File: src/core/sit_pkg.sv
// constants and types for the serial interface transfer block
package sit_pkg;
	// operating mode field codes
	localparam logic [2:0] MODE_DIV4 = 3'h0;
	localparam logic [2:0] MODE_DIV16 = 3'h1;
	localparam logic [2:0] MODE_DIV64 = 3'h2;
	localparam logic [2:0] MODE_SUB = 3'h3;
	localparam logic [2:0] MODE_TMR = 3'h4;
	localparam logic [2:0] MODE_SLAVE = 3'h5;
	localparam logic [2:0] MODE_I2C = 3'h6;
	// reset values
	localparam logic [2:0] MODE_RST = 3'h7;
	localparam logic [7:0] DATA_RST = 8'h00;
	// divider half periods minus one, in system clocks; then bits per frame and a default i2c address
	localparam logic [5:0] HALF_DIV4 = 6'h01;
	localparam logic [5:0] HALF_DIV16 = 6'h07;
	localparam logic [5:0] HALF_DIV64 = 6'h1f;
	localparam logic [3:0] BIT_COUNT = 4'h8;
	localparam logic [7:0] I2C_ADDR_DEFAULT = 8'h50;
	typedef enum logic [1:0] {
		SIT_IDLE = 2'b00,
		SIT_SHIFT = 2'b01,
		SIT_DONE = 2'b11
	} sit_state_t;
endpackage

File: src/core/sit_spi_transfer.sv
// serial interface unit: spi transfer, flags, and i2c slave pin logic
// Functional notes
// - write collision flag reports a collision on the data register
// - transfer end sets complete flag; software clears it
// - master enabled: data write starts full duplex transfer at once
// - slave: external clock shifts data out and input into same register
// - slave output follows data write; floats while select is high
// - slave with select pin disabled is always selected
// - select pin enable bit enables select input, else pin floats
// - keeps working in idle modes while its clock runs
// - i2c drivers are open drain, pull low or release
// - i2c has no select line; recognised by bus address only
// - i2c acts only as slave, receives the address byte and acks a match, sends no data
// - pull-up control stays with its own register in i2c mode
// - mode field selects master rates, slave 101, i2c 110
// - interface disabled floats all lines, minimal activity
// - polarity bit high idles clock low, low idles high
`timescale 1ns/100ps
`default_nettype none
module sit_spi_transfer (
	// clock and reset
	input wire logic clk,
	input wire logic sys_rst,
	// configuration
	input wire logic [2:0] operatingModeField,
	input wire logic interfaceEnableBit,
	input wire logic selectPinEnableBit,
	input wire logic clockPolarityBit,
	input wire logic clockEdgeBit,
	input wire logic msbFirst,
	input wire logic [6:0] slaveAddress,
	input wire logic pullUpEnable,
	input wire logic subTick,
	input wire logic tmrTick,
	// data register access
	input wire logic dataWrite,
	input wire logic [7:0] dataIn,
	output logic [7:0] serialDataRegister,
	// flag clears
	input wire logic clearCollision,
	input wire logic clearComplete,
	// flags
	output logic writeCollisionFlag,
	output logic transferCompleteFlag,
	output logic irqReq,
	output logic busy,
	output logic i2cAddressed,
	// spi pins
	input wire logic sckIn,
	output logic sckOut,
	output logic sckOe,
	input wire logic sdi,
	output logic sdo,
	output logic sdoOe,
	input wire logic slave_select_n,
	// i2c pins
	input wire logic sdaIn,
	output logic sdaOe,
	input wire logic sclIn,
	output logic sclOe,
	output logic pullUpOn
);
	sit_pkg::sit_state_t state_ff, nxt_state;
	logic [7:0] shReg_ff, nxt_shReg;
	logic [3:0] bitCnt_ff, nxt_bitCnt;
	logic sck_ff, nxt_sck;
	logic sdo_ff, nxt_sdo;
	logic write_collision_flag_ff, nxt_write_collision_flag;
	logic trf_ff, nxt_trf;
	logic irq_ff, nxt_irq;
	logic sckIn_ff, nxt_sckIn;
	logic sclPrev_ff, nxt_sclPrev;
	logic sdaPrev_ff, nxt_sdaPrev;
	logic sdaOe_ff, nxt_sdaOe;
	logic addrHit_ff, nxt_addrHit;
	logic [3:0] i2cCnt_ff, nxt_i2cCnt;
	logic [7:0] i2cSh_ff, nxt_i2cSh;
	logic i2cActive_ff, nxt_i2cActive;

	logic isMaster, isSlave, isI2c, selected, halfTick, inEdge, outEdge, sckRise, sckFall, sclRise, sclFall;
	logic idleLevel;

	function automatic logic outBit(input logic [7:0] d, input logic msb);
		outBit = msb ? d[7] : d[0];
	endfunction

	function automatic logic [7:0] shiftIn(input logic [7:0] d, input logic b, input logic msb);
		shiftIn = msb ? {d[6:0], b} : {b, d[7:1]};
	endfunction

	sit_clk_gen uClkGen (
		.clk(clk),
		.sys_rst(sys_rst),
		.run(state_ff == sit_pkg::SIT_SHIFT && isMaster),
		.mode(operatingModeField),
		.subTick(subTick),
		.tmrTick(tmrTick),
		.halfTick(halfTick)
	);

	// =========================================
	// mode decode
	always_comb begin
		isMaster = interfaceEnableBit && (operatingModeField <= sit_pkg::MODE_TMR);
		isSlave = interfaceEnableBit && (operatingModeField == sit_pkg::MODE_SLAVE);
		isI2c = interfaceEnableBit && (operatingModeField == sit_pkg::MODE_I2C);
		selected = !selectPinEnableBit || !slave_select_n;
		idleLevel = !clockPolarityBit;
		sckRise = sckIn && !sckIn_ff;
		sckFall = !sckIn && sckIn_ff;
		// sample edge: leaving idle when edge bit set, otherwise returning
		inEdge = (clockEdgeBit ^ idleLevel) ? sckRise : sckFall;
		outEdge = (clockEdgeBit ^ idleLevel) ? sckFall : sckRise;
		sclRise = sclIn && !sclPrev_ff;
		sclFall = !sclIn && sclPrev_ff;
	end

	// =========================================
	// spi transfer engine
	always_comb begin
		nxt_state = state_ff;
		nxt_shReg = shReg_ff;
		nxt_bitCnt = bitCnt_ff;
		nxt_sck = sck_ff;
		nxt_sdo = sdo_ff;
		nxt_write_collision_flag = write_collision_flag_ff;
		nxt_trf = trf_ff;
		nxt_irq = 1'b0;
		nxt_sckIn = sckIn;
		if (clearCollision)
			nxt_write_collision_flag = 1'b0;
		if (clearComplete)
			nxt_trf = 1'b0;
		case (state_ff)
			sit_pkg::SIT_IDLE: begin
				nxt_sck = idleLevel;
				if (dataWrite && (isMaster || isSlave)) begin
					nxt_shReg = dataIn;
					nxt_sdo = outBit(dataIn, msbFirst);
					nxt_bitCnt = 4'h0;
					if (isMaster)
						nxt_state = sit_pkg::SIT_SHIFT;
				end
				if (isSlave && selected && (inEdge || outEdge))
					nxt_state = sit_pkg::SIT_SHIFT;
				if (isSlave && selected && inEdge) begin
					nxt_shReg = shiftIn(shReg_ff, sdi, msbFirst);
					nxt_bitCnt = 4'h1;
				end
			end
			sit_pkg::SIT_SHIFT: begin
				if (dataWrite)
					nxt_write_collision_flag = 1'b1;
				if (isMaster) begin
					if (halfTick) begin
						nxt_sck = ~sck_ff;
						if (sck_ff == idleLevel) begin
							// leading edge
							if (clockEdgeBit) begin
								nxt_shReg = shiftIn(shReg_ff, sdi, msbFirst);
								nxt_bitCnt = bitCnt_ff + 4'h1;
							end else if (bitCnt_ff != 4'h0) begin
								nxt_sdo = outBit(shReg_ff, msbFirst);
							end
						end else begin
							if (clockEdgeBit) begin
								nxt_sdo = outBit(shReg_ff, msbFirst);
							end else begin
								nxt_shReg = shiftIn(shReg_ff, sdi, msbFirst);
								nxt_bitCnt = bitCnt_ff + 4'h1;
							end
							if (bitCnt_ff == sit_pkg::BIT_COUNT || (!clockEdgeBit &&
								bitCnt_ff == sit_pkg::BIT_COUNT - 4'h1))
								nxt_state = sit_pkg::SIT_DONE;
						end
					end
				end else if (isSlave) begin
					if (selected && inEdge) begin
						nxt_shReg = shiftIn(shReg_ff, sdi, msbFirst);
						nxt_bitCnt = bitCnt_ff + 4'h1;
						if (bitCnt_ff == sit_pkg::BIT_COUNT - 4'h1)
							nxt_state = sit_pkg::SIT_DONE;
					end else if (selected && outEdge) begin
						nxt_sdo = outBit(shReg_ff, msbFirst);
					end
				end else begin
					nxt_state = sit_pkg::SIT_IDLE;
				end
			end
			sit_pkg::SIT_DONE: begin
				// still busy: a write here is a collision too
				if (dataWrite)
					nxt_write_collision_flag = 1'b1;
				nxt_trf = 1'b1;
				nxt_irq = 1'b1;
				nxt_sck = idleLevel;
				nxt_state = sit_pkg::SIT_IDLE;
			end
			default: nxt_state = sit_pkg::SIT_IDLE;
		endcase
		if (!interfaceEnableBit)
			nxt_state = sit_pkg::SIT_IDLE;
	end

	always_ff @(posedge clk or posedge sys_rst) begin
		if (sys_rst) begin
			state_ff <= sit_pkg::SIT_IDLE;
			shReg_ff <= sit_pkg::DATA_RST;
			bitCnt_ff <= 4'h0;
			sck_ff <= 1'b1;
			sdo_ff <= 1'b0;
			write_collision_flag_ff <= 1'b0;
			trf_ff <= 1'b0;
			irq_ff <= 1'b0;
			sckIn_ff <= 1'b0;
		end else begin
			state_ff <= nxt_state;
			shReg_ff <= nxt_shReg;
			bitCnt_ff <= nxt_bitCnt;
			sck_ff <= nxt_sck;
			sdo_ff <= nxt_sdo;
			write_collision_flag_ff <= nxt_write_collision_flag;
			trf_ff <= nxt_trf;
			irq_ff <= nxt_irq;
			sckIn_ff <= nxt_sckIn;
		end
	end

	// =========================================
	// i2c slave pin logic
	always_comb begin
		nxt_sclPrev = sclIn;
		nxt_sdaPrev = sdaIn;
		nxt_sdaOe = sdaOe_ff;
		nxt_addrHit = addrHit_ff;
		nxt_i2cCnt = i2cCnt_ff;
		nxt_i2cSh = i2cSh_ff;
		nxt_i2cActive = i2cActive_ff;
		if (!isI2c) begin
			nxt_sdaOe = 1'b0;
			nxt_addrHit = 1'b0;
			nxt_i2cActive = 1'b0;
		end else if (sclIn && sdaPrev_ff && !sdaIn) begin
			// start condition
			nxt_i2cActive = 1'b1;
			nxt_addrHit = 1'b0;
			nxt_i2cCnt = 4'h0;
			nxt_sdaOe = 1'b0;
		end else if (sclIn && !sdaPrev_ff && sdaIn) begin
			nxt_i2cActive = 1'b0;
			nxt_addrHit = 1'b0;
			nxt_sdaOe = 1'b0;
		end else if (i2cActive_ff && sclRise && i2cCnt_ff < sit_pkg::BIT_COUNT) begin
			nxt_i2cSh = {i2cSh_ff[6:0], sdaIn};
			nxt_i2cCnt = i2cCnt_ff + 4'h1;
		end else if (i2cActive_ff && sclFall) begin
			if (i2cCnt_ff == sit_pkg::BIT_COUNT && i2cSh_ff[7:1] == slaveAddress) begin
				nxt_addrHit = 1'b1;
				nxt_sdaOe = 1'b1;
				nxt_i2cCnt = i2cCnt_ff + 4'h1;
			end else if (i2cCnt_ff > sit_pkg::BIT_COUNT) begin
				nxt_sdaOe = 1'b0;
				nxt_i2cCnt = 4'h0;
			end
		end
	end

	always_ff @(posedge clk or posedge sys_rst) begin
		if (sys_rst) begin
			sclPrev_ff <= 1'b1;
			sdaPrev_ff <= 1'b1;
			sdaOe_ff <= 1'b0;
			addrHit_ff <= 1'b0;
			i2cCnt_ff <= 4'h0;
			i2cSh_ff <= 8'h00;
			i2cActive_ff <= 1'b0;
		end else begin
			sclPrev_ff <= nxt_sclPrev;
			sdaPrev_ff <= nxt_sdaPrev;
			sdaOe_ff <= nxt_sdaOe;
			addrHit_ff <= nxt_addrHit;
			i2cCnt_ff <= nxt_i2cCnt;
			i2cSh_ff <= nxt_i2cSh;
			i2cActive_ff <= nxt_i2cActive;
		end
	end

	// =========================================
	// outputs
	assign serialDataRegister = shReg_ff;
	assign writeCollisionFlag = write_collision_flag_ff;
	assign transferCompleteFlag = trf_ff;
	assign irqReq = irq_ff;
	assign busy = (state_ff != sit_pkg::SIT_IDLE);
	assign i2cAddressed = addrHit_ff;
	assign sckOut = sck_ff;
	assign sckOe = isMaster;
	assign sdo = sdo_ff;
	assign sdoOe = isMaster || (isSlave && selected);
	assign sdaOe = sdaOe_ff && isI2c;
	assign sclOe = 1'b0;
	assign pullUpOn = pullUpEnable;
endmodule
`default_nettype wire

File: src/core/sit_clk_gen.sv
// master serial clock edge generator
`timescale 1ns/100ps
`default_nettype none
module sit_clk_gen (
	// clock and reset
	input wire logic clk,
	input wire logic sys_rst,
	// control
	input wire logic run,
	input wire logic [2:0] mode,
	input wire logic subTick,
	input wire logic tmrTick,
	// half period enable
	output logic halfTick
);
	logic [5:0] cnt_ff;
	logic [5:0] nxt_cnt;
	logic tmrDiv_ff;
	logic nxt_tmrDiv;
	logic [5:0] limit;

	always_comb begin
		limit = sit_pkg::HALF_DIV4;
		nxt_cnt = cnt_ff;
		nxt_tmrDiv = tmrDiv_ff;
		halfTick = 1'b0;
		case (mode)
			sit_pkg::MODE_DIV16: limit = sit_pkg::HALF_DIV16;
			sit_pkg::MODE_DIV64: limit = sit_pkg::HALF_DIV64;
			default: limit = sit_pkg::HALF_DIV4;
		endcase
		if (!run) begin
			nxt_cnt = 6'h00;
			nxt_tmrDiv = 1'b0;
		end else if (mode == sit_pkg::MODE_SUB) begin
			halfTick = subTick;
		end else if (mode == sit_pkg::MODE_TMR) begin
			// match rate halved
			if (tmrTick) begin
				nxt_tmrDiv = ~tmrDiv_ff;
				halfTick = tmrDiv_ff;
			end
		end else if (cnt_ff >= limit) begin
			nxt_cnt = 6'h00;
			halfTick = 1'b1;
		end else begin
			nxt_cnt = cnt_ff + 6'h01;
		end
	end

	always_ff @(posedge clk or posedge sys_rst) begin
		if (sys_rst) begin
			cnt_ff <= 6'h00;
			tmrDiv_ff <= 1'b0;
		end else begin
			cnt_ff <= nxt_cnt;
			tmrDiv_ff <= nxt_tmrDiv;
		end
	end
endmodule
`default_nettype wire

File: config.mk
export PLATFORM = sky130hd
export DESIGN_NAME = sit_spi_transfer
export DESIGN_NICKNAME = d
export VERILOG_FILES = /design/src/core/sit_pkg.sv /design/src/core/sit_spi_transfer.sv /design/src/core/sit_clk_gen.sv
export SDC_FILE = /design/constraint.sdc
export NUM_CORES = 1
export LEC_CHECK = 0
export ABC_AREA = 1
export BUFFER_PORTS_ARGS = -buffer_cell sky130_fd_sc_hd__buf_2
export CAP_MARGIN = 0
export CORE_ASPECT_RATIO = 1.25
export CORE_MARGIN = 4
export CORE_UTILIZATION = 35
export DETAILED_ROUTE_END_ITERATION = 10
export PLACE_DENSITY = 0.63
export SLEW_MARGIN = 20
export SYNTH_ARGS = -nofsm -noshare
export SYNTH_HDL_FRONTEND = slang
export SYNTH_SLANG_ARGS = --single-unit
export TNS_END_PERCENT = 50
File: constraint.sdc
create_clock -name clk -period 4.7 [get_ports clk]
set_input_delay 0.235 -clock clk [delete_from_list [all_inputs] [get_ports clk]]
set_output_delay 0.235 -clock clk [all_outputs]
set_load 0.1 [all_outputs]
======== Word level (Yosys, flattened, before mapping) ========
Index checks and enable logic that the tools add are counted.
operators by class
  $add $sub $neg .......................... 3
  bitwise logic cells ..................... 5
  equality and inequality tests ........... 44
  reductions and logical operators ........ 59
  $lt $le $gt $ge ......................... 4
  muxes and demuxes ....................... 93
operator list
  cell                 number
  $mux 8               10
  $mux 4               15
  $mux 1               47
  $ne 4x4->1 const B   7
  $logic_and 1x1->1    24
  $mux 6               4
  $mux 2               11
  $ne 2x2->1 const B   8
  $ne 4x3->1 const B   4
  $pmux 8 s2           1
  $reduce_and 7->1     2
  $ne 3x3->1 const B   4
  $reduce_and 3->1     4
  $logic_not 1->1      10
  $ne 5x4->1 const B   2
  $pmux 5 s2           1
  $eq 3x3->1 const B   3
  $reduce_and 9->1     1
  $add 4x1->4 const B  2
  $eq 4x4->1 const B   2
  $ne 4x1->1 const B   2
  $pmux 4 s2           1
  $reduce_and 4->1     2
  $reduce_bool 2->1    4
  other kinds (25)     37
storage, ports and cells
  bits in registers ....................... 44
  bits of input ports ..................... 36

======== Depth between registers and ports, before layout ========
Gate-level depths: netlist (run 1).
  word-level depth ........................ 11
  depth in mapped cells ................... 15
  depth with buffers taken out ............ 14

======== By module ========
Synthesis (run 1) repeated with hierarchy kept, for this count alone.
unflattened totals
  cell total of the unflattened synthesis .. 444
  area, all modules ....................... 3076.7 um2
modules (own cells, without submodules)
  module            instances  cells each  seq. area each (um2)  area an instance (um2)
  sit_spi_transfer  1          361         929.6                 2519.9
  sit_clk_gen       1          83          175.2                 556.8

======== Worst setup path before layout (run 1) ========
OpenSTA, ideal clock, no wires.
  path type ............................... input-to-reg
  start point ............................. in operatingModeField[0]
  end point ............................... reg shReg_ff[0] (netlist: serialDataRegister[0])
  stages on the path ...................... 15
  required time ........................... 4.578 ns
  setup time .............................. 0.122 ns
  arrival time ............................ 1.935 ns
  slack ................................... 2.643 ns
  path through ............................ a21oi_1 > o21ai_0 > ha_1 > nand2_1 > nor2_1 > nand2_1 > nand3_1 > nand2_1 > nand2_2 > nand2_2 > nand2_1 > nand3_2 > buf_6 > nand2_1 > nand2_1
between the ends
  word-level cells in the longest chain between the ends .. 9
  elaborated cells on any way between the ends .. 29
ends and longest elaborated chain
  item                                             line                     text
  start: declaration                               sit_spi_transfer.sv:25   input wire logic [2:0] operatingModeField,
  $eq 3x2->1 / $eq 3x1->1 (equally long branches)  sit_clk_gen.sv:27        case (mode)
  $pmux 5 s2                                       sit_clk_gen.sv:27
  $ge 6x5->1                                       sit_clk_gen.sv:43        end else if (cnt_ff >= limit) begin
  $mux 1                                           sit_clk_gen.sv:43
  $mux 1                                           sit_clk_gen.sv:37        end else if (mode == sit_pkg::MODE_TMR) begin
  $mux 1                                           sit_clk_gen.sv:35        end else if (mode == sit_pkg::MODE_SUB) begin
  $mux 1                                           sit_clk_gen.sv:32        if (!run) begin
  $ne 3x3->1 (no source line)                      n/a
  $reduce_and 7->1 (no source line)                n/a
  end signal: assignment                           sit_spi_transfer.sv:208  shReg_ff <= sit_pkg::DATA_RST;
  end signal: assignment                           sit_spi_transfer.sv:218  shReg_ff <= nxt_shReg;
  end: declaration                                 sit_spi_transfer.sv:64   logic [7:0] shReg_ff, nxt_shReg;
Several ways; a longest one is shown, not always the timed one.
A chain may end at the register's enable or synchronous reset.

======== Final worst setup path (run 1) ========
  start point ............................. reg state_ff[1]
  end point ............................... reg shReg_ff[4] (netlist: serialDataRegister[4])
between the ends
  word-level cells in the longest chain between the ends .. 5
  elaborated cells on any way between the ends .. 13
ends and longest elaborated chain
  item                               line                                             text
  start: declaration                 sit_spi_transfer.sv:63                           sit_pkg::sit_state_t state_ff, nxt_state;
  start signal: assignment           sit_spi_transfer.sv:207                          state_ff <= sit_pkg::SIT_IDLE;
  start signal: assignment           sit_spi_transfer.sv:217                          state_ff <= nxt_state;
  $eq 2x1->1                         sit_spi_transfer.sv:94, sit_spi_transfer.sv:134
  $logic_and 1x1->1                  sit_spi_transfer.sv:94                           .run(state_ff == sit_pkg::SIT_SHIFT && isMaster),
  $mux 1                             sit_clk_gen.sv:32
  $ne 3x3->1 (no source line)        n/a
  $reduce_and 7->1 (no source line)  n/a
Several ways; a longest one is shown, not always the timed one.

==> impl_metrics.env, run 1 <==
export IMPL_dp_hpwl_mm=5.154
export IMPL_numCtsBuffers=5
export IMPL_synth_edf_count=0
export IMPL_fin_cells=564
export IMPL_antenna_found_initial=0
export IMPL_final_layout_size_suffix_gt1_frac=0.1884
export IMPL_cts_max_path_buffers=2
export IMPL_nNetsFinal=515
export IMPL_required_ns=4.89
export IMPL_grt_pass1_wl_mm=11.97
export IMPL_first_global_vias=2618
export IMPL_cts_resized=0
export IMPL_grt_use_met1=0.1764
export IMPL_core_area_mm2=0.008287
export IMPL_area_growth_pct=14.34
export IMPL_cp_arrival_ns=2.56
export IMPL_synthArstFlopShare=1.000
export IMPL_drtIter0Drc=69
export IMPL_globalplace_congestion=0.8441
export IMPL_tightestPinTransition_ns=0.5706
export IMPL_synth_seq_area_share=0.3691
export IMPL_final_core_util=0.4130
export IMPL_reg2reg_slack_ns=2.33
export IMPL_syn_instance_count=414
export IMPL_rsz0062_at_grt="no"
export IMPL_synth_top_area_share=0.3428
export IMPL_die_width_um=90.71
export IMPL_r2r_worst_path_cells=10
export IMPL_path_max_fanout=16
export IMPL_drt_pass1_iterations=4
export IMPL_cts_root_buf="clkbuf_8"
export IMPL_die_h_um=111.4
export IMPL_met3_usage=0.02838
export IMPL_start_util=0.3612
export IMPL_cts_tree="yes"
export IMPL_status="finished, final reports clean"
export IMPL_finalHoldViolCount=0
export IMPL_vias=2668
export IMPL_min_period_over_period=0.5037
export IMPL_drv_cap=0
export IMPL_setup_violations=0
export IMPL_wl_per_cell_um=11.94
export IMPL_p_leak_nw=1.876
export IMPL_place_area_mm2=0.003328
export IMPL_finClkSkew_ns=0.004828
export IMPL_setup_worst_path_end_class="register"
export IMPL_clock_sinks=44
export IMPL_grtUsageMet2=0.2494
export IMPL_final_max_slew_viol_count=0
export IMPL_startpoint="state_ff[1]"
export IMPL_boundaryPins=56
export IMPL_yosys_top_cells_count="125 x nand2_1, 60 x inv_1, 41 x dfrtp_1, 35 x nand3_1, 27 x nor2_1"
export IMPL_yosysTopAreaCell="dfrtp_1"
export IMPL_drt_wl_total_mm=6.733
export IMPL_yosysMostFrequentCell="nand2_1"
export IMPL_r2r_start="state_ff[1]"
export IMPL_hold_path_class="in2reg"
export IMPL_netlist_cell_type_count=38
export IMPL_portBuffers=52
export IMPL_via_per_inst=4.730
export IMPL_setup_tns_ns=0
export IMPL_clk_latency_ns=0.30
export IMPL_yosysWarnings=0
export IMPL_start_kind="register"
export IMPL_relSlewSlack=0.6196
export IMPL_synth_fp_nets=463
export IMPL_synth_seq_cells=44
export IMPL_dp_cells=556
export IMPL_syn_area_mm2=0.002993
export IMPL_fillers=862
export IMPL_yosys_most_used_dff="dfrtp_1"
export IMPL_grt_busiest_layer="met2"
export IMPL_dieArea_mm2=0.01010
export IMPL_synthTopCellsByArea="dfrtp_1 34%, nand2_1 16%, inv_1 7.5%"
export IMPL_overflow=0
export IMPL_min_period_ns=2.367
export IMPL_track_usage=0.1417
export IMPL_endpoint="serialDataRegister[4]"
export IMPL_antennaDiodeCount=0
export IMPL_ant_nets=0
export IMPL_cts_clk_slew_worst_paths_ns=0.09
export IMPL_grt_max_degree=45
export IMPL_pwr_density_cell_mw_per_mm2=514.3
export IMPL_rr_endpoint="serialDataRegister[4]"
export IMPL_vdd_drop_max_uv=237.4
export IMPL_drc=0
export IMPL_final_area_mm2=0.003422
export IMPL_syn_area_per_cell_um2=7.229
export IMPL_row_count=37
export IMPL_ctsHoldBuffers=0
export IMPL_max_freq_mhz=422.4
export IMPL_path_class="reg2reg"
export IMPL_cts_setup_buffers=0
export IMPL_h_tree_depth=2
==> metrics by stage <==
step	worst slack, ns	hold WS (ns)	power [W]
4_1_cts	2.338	0.04295	0.001780
3_5_place_dp	2.162	0.3647	0.001522
3_3_place_gp	2.277	0.3604	0.001509
6_report	2.333	0.05283	0.001760
2_1_floorplan	2.643	0.2395	0.001354
5_1_grt	2.113	0.04531	0.001888
==> flip-flops by register name, indices dropped and copies added (netlist names), 2 cells and up <==
| register | count |
|---|---|
| uClkGen.cnt_ff | 6 |
| state_ff | 2 |
| serialDataRegister | 8 |
| i2cCnt_ff | 4 |
| i2cSh_ff | 8 |
| bitCnt_ff | 4 |
==> layout by cell type, fill, tap and decap left out, drive strengths merged <==
cell / netlist / layout
o21ai: 27 / 27
or2: 1 / 1
nor3: 5 / 5
dfrtp: 41 / 41
nand3: 36 / 36
clkinv: 0 / 1
and3: 1 / 1
a21oi: 19 / 19
o21bai: 1 / 1
a21boi: 1 / 1
xnor2: 7 / 7
nand4: 3 / 3
ha: 13 / 13
o21a: 1 / 1
nand3b: 8 / 8
dfstp: 3 / 3
xor2: 1 / 1
clkinvlp: 0 / 1
nor2: 32 / 32
conb: 1 / 1
buf: 6 / 53
clkbuf: 2 / 7
inv: 66 / 65
nand2: 129 / 129
nor3b: 1 / 1
mux2i: 9 / 9
==> cell type report <==
type	count	area, um2	share of cell area
well taps	97	121.4	0.03547
inverters	66	247.7	0.07240
repair buffers	53	267.8	0.07825
clock inverters	1	7.507	0.002194
clock buffers	7	86.33	0.02523
flip-flops and latches	44	1105	0.3229
multi-input cells	296	1587	0.4636
==> power by group <==
group	internal, W	switching [W]	total, W
clock	0.000120	0.000134	0.000253
combinational	0.000214	0.000771	0.000985
sequential	0.000451	0.0000706	0.000521
==> worst max-delay path, cell delays in order, from the launching register on <==
cell and delay, ns:
dfrtp_1 0.41, inv_1 0.08, ha_1 0.30, inv_2 0.29, nor2_4 0.12, inv_2 0.14
a21oi_2 0.06, a21oi_4 0.34, nand3_2 0.32, nand2_1 0.14, nand2_1 0.05
==> logic make-up (layout without fill, tap and decap cells) <==
family / count (synthesis) / count (layout) / share of synthesized area
buffers and inverters: 74 / 127 / 0.1008
AO/OA/AOI/OAI: 49 / 49 / 0.09699
AND/OR/NAND/NOR: 216 / 216 / 0.3215
XOR/XNOR: 8 / 8 / 0.02592
other: 1 / 1 / 0.001253
flip-flops: 44 / 44 / 0.3691
multiplexers: 9 / 9 / 0.03010
adder cells (fa/ha/maj): 13 / 13 / 0.05435
==> metal layers <==
layer  share of wire  vias to the layer above
met5               0                        -
met4           0.011                        0
met3           0.038                        5
met2            0.49                       35
met1            0.47                     1221
li1                -                     1407
==> worst min-delay path by stage <==
| stage | cells after the start | startpoint | slack, ns | endpoint |
|---|---|---|---|---|
| after CTS | 1 | sclIn | 0.04 | sclPrev_ff |
| after detailed placement | 1 | sclIn | 0.36 | sclPrev_ff |
| after global placement | 1 | sckIn | 0.36 | sckIn_ff |
| final | 1 | sclIn | 0.05 | sclPrev_ff |
| after floorplan | 0 | sclIn | 0.24 | sclPrev_ff |
| after global routing | 1 | sclIn | 0.05 | sclPrev_ff |
Note: power is estimated with default switching activity, not from simulation.
==> run 2, diff against run 1 <==
clock period = 2.2 ns   (was 4.7 ns; I/O delays follow)
==> run 2 against run 1 <==
Sequential power up 110%. Non-clock buffer count up 8. Critical path depth unchanged. Hold slack worse by 0.039 ns. Cell count up 1.4%. First-iteration DRC count up 17%. Worst setup slack worse by 2.1 ns. Total power up 110%.
==> impl_metrics.env, run 2 (same netlist as run 1, synthesis figures left out) <==
export IMPL_cts_tree="yes"
export IMPL_vdd_drop_max_uv=535.9
export IMPL_nNetsFinal=523
export IMPL_crit_family="buffers and inverters"
export IMPL_intPower_w=0.001711
export IMPL_holdPathStages=2
export IMPL_r2r_start="state_ff[1]"
export IMPL_vias=2714
export IMPL_startpoint="state_ff[1]"
export IMPL_hold_path_class="in2reg"
export IMPL_drt_wl_total_mm=6.724
export IMPL_wl_per_cell_um=11.76
export IMPL_setup_tns_ns=0
export IMPL_slowest_delay_ns=0.43
export IMPL_crit_top_cell="inv_2"
export IMPL_place_area_mm2=0.003351
export IMPL_relSlewSlack=0.6278
export IMPL_finClkSkew_ns=0.006206
export IMPL_switching_share=0.5475
export IMPL_fillers=864
export IMPL_cp_arrival_ns=2.14
export IMPL_hold_start="clearCollision"
export IMPL_area_growth_pct=16.64
export IMPL_crit_buf_inv=4
export IMPL_globalplace_congestion=0.8014
export IMPL_pwr_density_cell_mw_per_mm2=1083
export IMPL_required_ns=2.39
export IMPL_p_leak_nw=1.912
export IMPL_min_period_over_period=0.8881
export IMPL_status="finished, final reports clean"
export IMPL_via_per_inst=4.745
export IMPL_reg2reg_slack_ns=0.25
export IMPL_switching_power_w=0.002070
export IMPL_numCtsBuffers=5
export IMPL_die_h_um=111.4
export IMPL_tightestPinTransition_ns=0.5583
export IMPL_ant_nets=0
export IMPL_rsz0062_at_grt="no"
export IMPL_layout_cells_most_common="nand2_1"
export IMPL_first_global_vias=2645
export IMPL_cp_slowest_cell="dfrtp_1"
export IMPL_drv_cap=0
export IMPL_path_max_fanout=12
export IMPL_final_area_mm2=0.003491
export IMPL_cts_root_buf="clkbuf_8"
export IMPL_multiInputGateArea_mm2=0.001587
export IMPL_antennaDiodeCount=0
export IMPL_combPwrFrac=0.567
export IMPL_drtIter0Drc=81
export IMPL_row_count=37
export IMPL_cts_setup_buffers=0
export IMPL_seqPwrFrac=0.294
export IMPL_clock_sinks=44
export IMPL_die_width_um=90.71
export IMPL_core_area_mm2=0.008287
export IMPL_holdPathEnd="writeCollisionFlag"
export IMPL_final_layout_size_suffix_gt1_frac=0.1895
export IMPL_setup_violations=0
export IMPL_setup_worst_path_end_class="register"
export IMPL_min_period_ns=1.954
export IMPL_path_class="reg2reg"
export IMPL_antenna_found_initial=0
export IMPL_finalHoldViolCount=0
export IMPL_dieArea_mm2=0.01010
export IMPL_final_max_slew_viol_count=0
export IMPL_drc=0
export IMPL_boundaryPins=56
export IMPL_grt_pass1_wl_mm=12.00
export IMPL_clkPwrFrac=0.139
export IMPL_grt_max_degree=45
export IMPL_max_freq_mhz=511.8
export IMPL_final_cell_mix="125 x nand2_1, 59 x inv_1, 52 x buf_2"
export IMPL_clk_latency_ns=0.29
export IMPL_cts_max_path_buffers=2
export IMPL_r2r_worst_path_cells=10
export IMPL_overflow=0
export IMPL_drt_pass1_iterations=5
export IMPL_rr_endpoint="bitCnt_ff[3]"
export IMPL_start_kind="register"
export IMPL_dp_hpwl_mm=5.231
export IMPL_start_util=0.3612
export IMPL_portBuffers=52
export IMPL_h_tree_depth=2
export IMPL_track_usage=0.1410
export IMPL_regArea_mm2=0.001105
export IMPL_crit_chain="inv_1 > ha_1 > inv_2 > nor2_4 > inv_2 > a21oi_2 > a21oi_4 > buf_4 > nand3_1 > nand2_1"
export IMPL_cts_clk_slew_worst_paths_ns=0.08
export IMPL_finalPower_w=0.003781
==> run 2: cell count changes in the layout (fill, tap and decap cells not counted), sizes merged <==
| cell | previous run | this run |
|---|---|---|
| dlygate4sd3 | 0 | 5 |
| clkinvlp | 1 | 0 |
| clkbuf | 7 | 8 |
| buf | 53 | 56 |
==> run 2: area by class of cell <==
| class | instances | share of cell area |
|---|---|---|
| multi-input combinational | 296 | 0.4545 |
| inverter | 66 | 0.07097 |
| sequential | 44 | 0.3165 |
| timing repair buffer | 61 | 0.09749 |
| clock buffer | 8 | 0.02581 |
| tap | 97 | 0.03477 |
==> run 2: metal layers <==
| layer | part of all wire | global-route usage | wire length [um] | vias to the layer above |
|---|---|---|---|---|
| li1 | - | - | - | 1423 |
| met1 | 0.46 | 0.1773 | 3095 | 1229 |
| met2 | 0.49 | 0.2499 | 3327 | 56 |
| met3 | 0.036 | 0.02230 | 242 | 6 |
| met4 | 0.0086 | 0.03779 | 58 | 0 |
| met5 | 0 | 0 | 0 | - |
==> run 2: how the worst max path moves through the flow <==
| stage | to | depth (start not counted) |
|---|---|---|
| after detailed placement | bitCnt_ff[3] | 15 |
| after global routing | bitCnt_ff[3] | 10 |
| after global placement | serialDataRegister[4] | 15 |
| after floorplan | serialDataRegister[0] | 15 |
| final | bitCnt_ff[3] | 10 |
| after CTS | serialDataRegister[6] | 10 |
==> run 2: stage by stage <==
| step | util | setup WS [ns] | std cells | hold WS (ns) |
|---|---|---|---|---|
| 3_3_place_gp | 0.4043 | 0.2056 | 559 | 0.2212 |
| 3_5_place_dp | 0.4043 | 0.06415 | 559 | 0.2212 |
| 2_1_floorplan | - | 0.2677 | 414 | 0.1145 |
| 5_1_grt | 0.4213 | 0.06809 | 572 | 0.01348 |
| 6_report | 0.4213 | 0.2462 | 572 | 0.01405 |
| 4_1_cts | 0.4213 | 0.2379 | 572 | 0.01363 |
==> run 2: power by group through the flow <==
stage / Combinational, W / Clock [W] / Sequential [W]
after floorplan: 0.00103 / 0 / 0.00186
after global placement: 0.00213 / 0 / 0.00112
after detailed placement: 0.00215 / 0 / 0.00113
after CTS: 0.00216 / 0.000543 / 0.00111
after global routing: 0.00235 / 0.000570 / 0.00114
final: 0.00215 / 0.000525 / 0.00111
==> run 2: what timing repair did <==
item / CTS / global route
hold buffers: 5 / 0
gates resized for setup: 0 / 0
hold endpoints to repair: 45 / 0
==> run 3, diff against run 2 <==
CORE_UTILIZATION = 56   (was 35)
PLACE_DENSITY = 0.9   (was 0.63)
==> run 3 against run 2 <==
Global-route usage increased by 7.4 points. First-iteration DRC count rose by 75%. Clock power up 22%. Sequential power is essentially flat. Sequential share of layout area is essentially flat. Register-to-register slack about the same. Critical path depth is the same.
==> impl_metrics.env, run 3 (same netlist as run 1, synthesis figures left out) <==
export IMPL_drc=0
export IMPL_cts_root_buf="clkbuf_8"
export IMPL_min_period_over_period=0.8869
export IMPL_reg2reg_slack_ns=0.25
export IMPL_cts_clk_slew_worst_paths_ns=0.09
export IMPL_grt_pass1_wl_mm=11.59
export IMPL_pwr_density_cell_mw_per_mm2=1112
export IMPL_rr_endpoint="bitCnt_ff[3]"
export IMPL_first_global_vias=2762
export IMPL_antennaDiodeCount=0
export IMPL_crit_family="simple AND/OR/NAND/NOR gates"
export IMPL_cp_depth=10
export IMPL_finClkSkew_ns=0.007231
export IMPL_final_cell_mix="125 x nand2_1, 59 x inv_1, 52 x buf_2"
export IMPL_vias=2802
export IMPL_layout_cells_most_common="nand2_1"
export IMPL_final_core_util=0.6833
export IMPL_start_util=0.5850
export IMPL_portBuffers=52
export IMPL_overflow=0
export IMPL_drtIter0Drc=142
export IMPL_final_area_mm2=0.003496
export IMPL_dieArea_mm2=0.006585
export IMPL_hold_path_class="in2reg"
export IMPL_drv_cap=0
export IMPL_cts_max_path_buffers=2
export IMPL_final_max_slew_viol_count=0
export IMPL_clock_sinks=44
export IMPL_core_area_mm2=0.005116
export IMPL_wl_per_cell_um=12.18
export IMPL_max_freq_mhz=512.5
export IMPL_clk_latency_ns=0.30
export IMPL_start_kind="register"
export IMPL_hold_start="dataWrite"
export IMPL_min_period_ns=1.951
export IMPL_holdPathEnd="writeCollisionFlag"
export IMPL_boundaryPins=56
export IMPL_path_max_fanout=13
export IMPL_p_leak_nw=1.936
export IMPL_drt_pass1_iterations=4
export IMPL_final_layout_size_suffix_gt1_frac=0.1971
export IMPL_crit_chain="inv_1 > ha_1 > inv_2 > nor2_4 > inv_2 > a21oi_2 > a21oi_4 > nand3_2 > nand2_1 > nand2_1"
export IMPL_crit_buf_inv=3
export IMPL_setup_tns_ns=0
export IMPL_whs_ns=0.09694
export IMPL_vdd_drop_max_uv=1012
export IMPL_drt_wl_total_mm=6.565
export IMPL_setup_worst_path_end_class="register"
export IMPL_die_h_um=89.74
export IMPL_area_growth_pct=16.81
export IMPL_via_per_inst=5.199
export IMPL_track_usage=0.2149
export IMPL_relSlewSlack=0.6141
export IMPL_status="finished, final reports clean"
export IMPL_slowest_delay_ns=0.42
export IMPL_cts_setup_buffers=0
export IMPL_numCtsBuffers=5
export IMPL_place_area_mm2=0.003314
export IMPL_multiInputGateArea_mm2=0.001592
export IMPL_cp_arrival_ns=2.15
export IMPL_grt_max_degree=20
export IMPL_finalHoldViolCount=0
export IMPL_row_count=29
export IMPL_tightestPinTransition_ns=0.5753
export IMPL_required_ns=2.40
export IMPL_r2r_worst_path_cells=10
export IMPL_antenna_found_initial=0
export IMPL_cts_tree="yes"
export IMPL_globalplace_congestion=0.8645
export IMPL_ant_nets=0
export IMPL_rsz0062_at_grt="no"
export IMPL_path_class="reg2reg"
export IMPL_setup_violations=0
export IMPL_nNetsFinal=525
export IMPL_holdPathStages=3
export IMPL_cp_slowest_cell="dfrtp_1"
export IMPL_h_tree_depth=2
export IMPL_fillers=422
export IMPL_r2r_start="state_ff[1]"
export IMPL_dp_hpwl_mm=5.213
export IMPL_regArea_mm2=0.001105
export IMPL_die_width_um=73.39
run 3: changes by cell type in the layout (fill, tap and decap cells not counted), sizes merged:
| cell | change |
|---|---|
| clkbuf | -3 |
| bufinv | +1 |
| buf | +1 |
| dlygate4sd3 | +1 |
| clkinv | +2 |
run 3: layer usage:
layer  part of all wire  up-vias  global-route usage  routed length [um]
met4              0.022        0             0.07855                 143
met2               0.52       78              0.3836                3392
met5                  0        -                   0                   0
met3              0.045       18             0.03571                 294
li1                   -     1425                   -                   -
met1               0.42     1281              0.2505                2734
run 3: worst max-delay path by stage:
stage / slack, ns / endpoint / from
2_1_floorplan: 0.27 / serialDataRegister[0] / operatingModeField[0]
3_3_place_gp: 0.24 / serialDataRegister[2] / operatingModeField[0]
3_5_place_dp: 0.1 / serialDataRegister[2] / operatingModeField[0]
4_1_cts: 0.26 / bitCnt_ff[3] / state_ff[1]
5_1_grt: 0.06 / i2cCnt_ff[3] / i2cCnt_ff[0]
6_report: 0.25 / bitCnt_ff[3] / state_ff[1]
run 3: per-stage QoR:
stage | setup WS, ns | instances | power, W
finish | 0.2488 | 539 | 0.003889
global route | 0.06000 | 539 | 0.004127
CTS | 0.2612 | 539 | 0.003897
detailed placement | 0.09950 | 525 | 0.003249
global placement | 0.2366 | 525 | 0.003204
floorplan | 0.2677 | 414 | 0.002893
run 3: power by group:
| group | total [W] | internal (W) | switching [W] |
|---|---|---|---|
| clock network | 0.000638 | 0.000342 | 0.000296 |
| logic | 0.00214 | 0.000490 | 0.00165 |
| registers | 0.00111 | 0.000963 | 0.000150 |
run 3: final cells by class:
class	instances	share of cell area
inverter	66	0.07087
tap	62	0.02219
clock buffer	5	0.01969
clock inverter	3	0.01360
multi-input combinational	296	0.4553
sequential	44	0.3160
timing repair buffer	63	0.1024
run 3: tightest hold or removal path, stage by stage:
cell and delay, ns:
buf_2 0.12, o21ai_0 0.07, o21ai_0 0.06
run 3: timing repair:
item                                    CTS  global route
hold endpoints to repair                 19             0
gates resized for setup                   0             1
hold buffers                              6             0
endpoints found under the setup margin    0             2
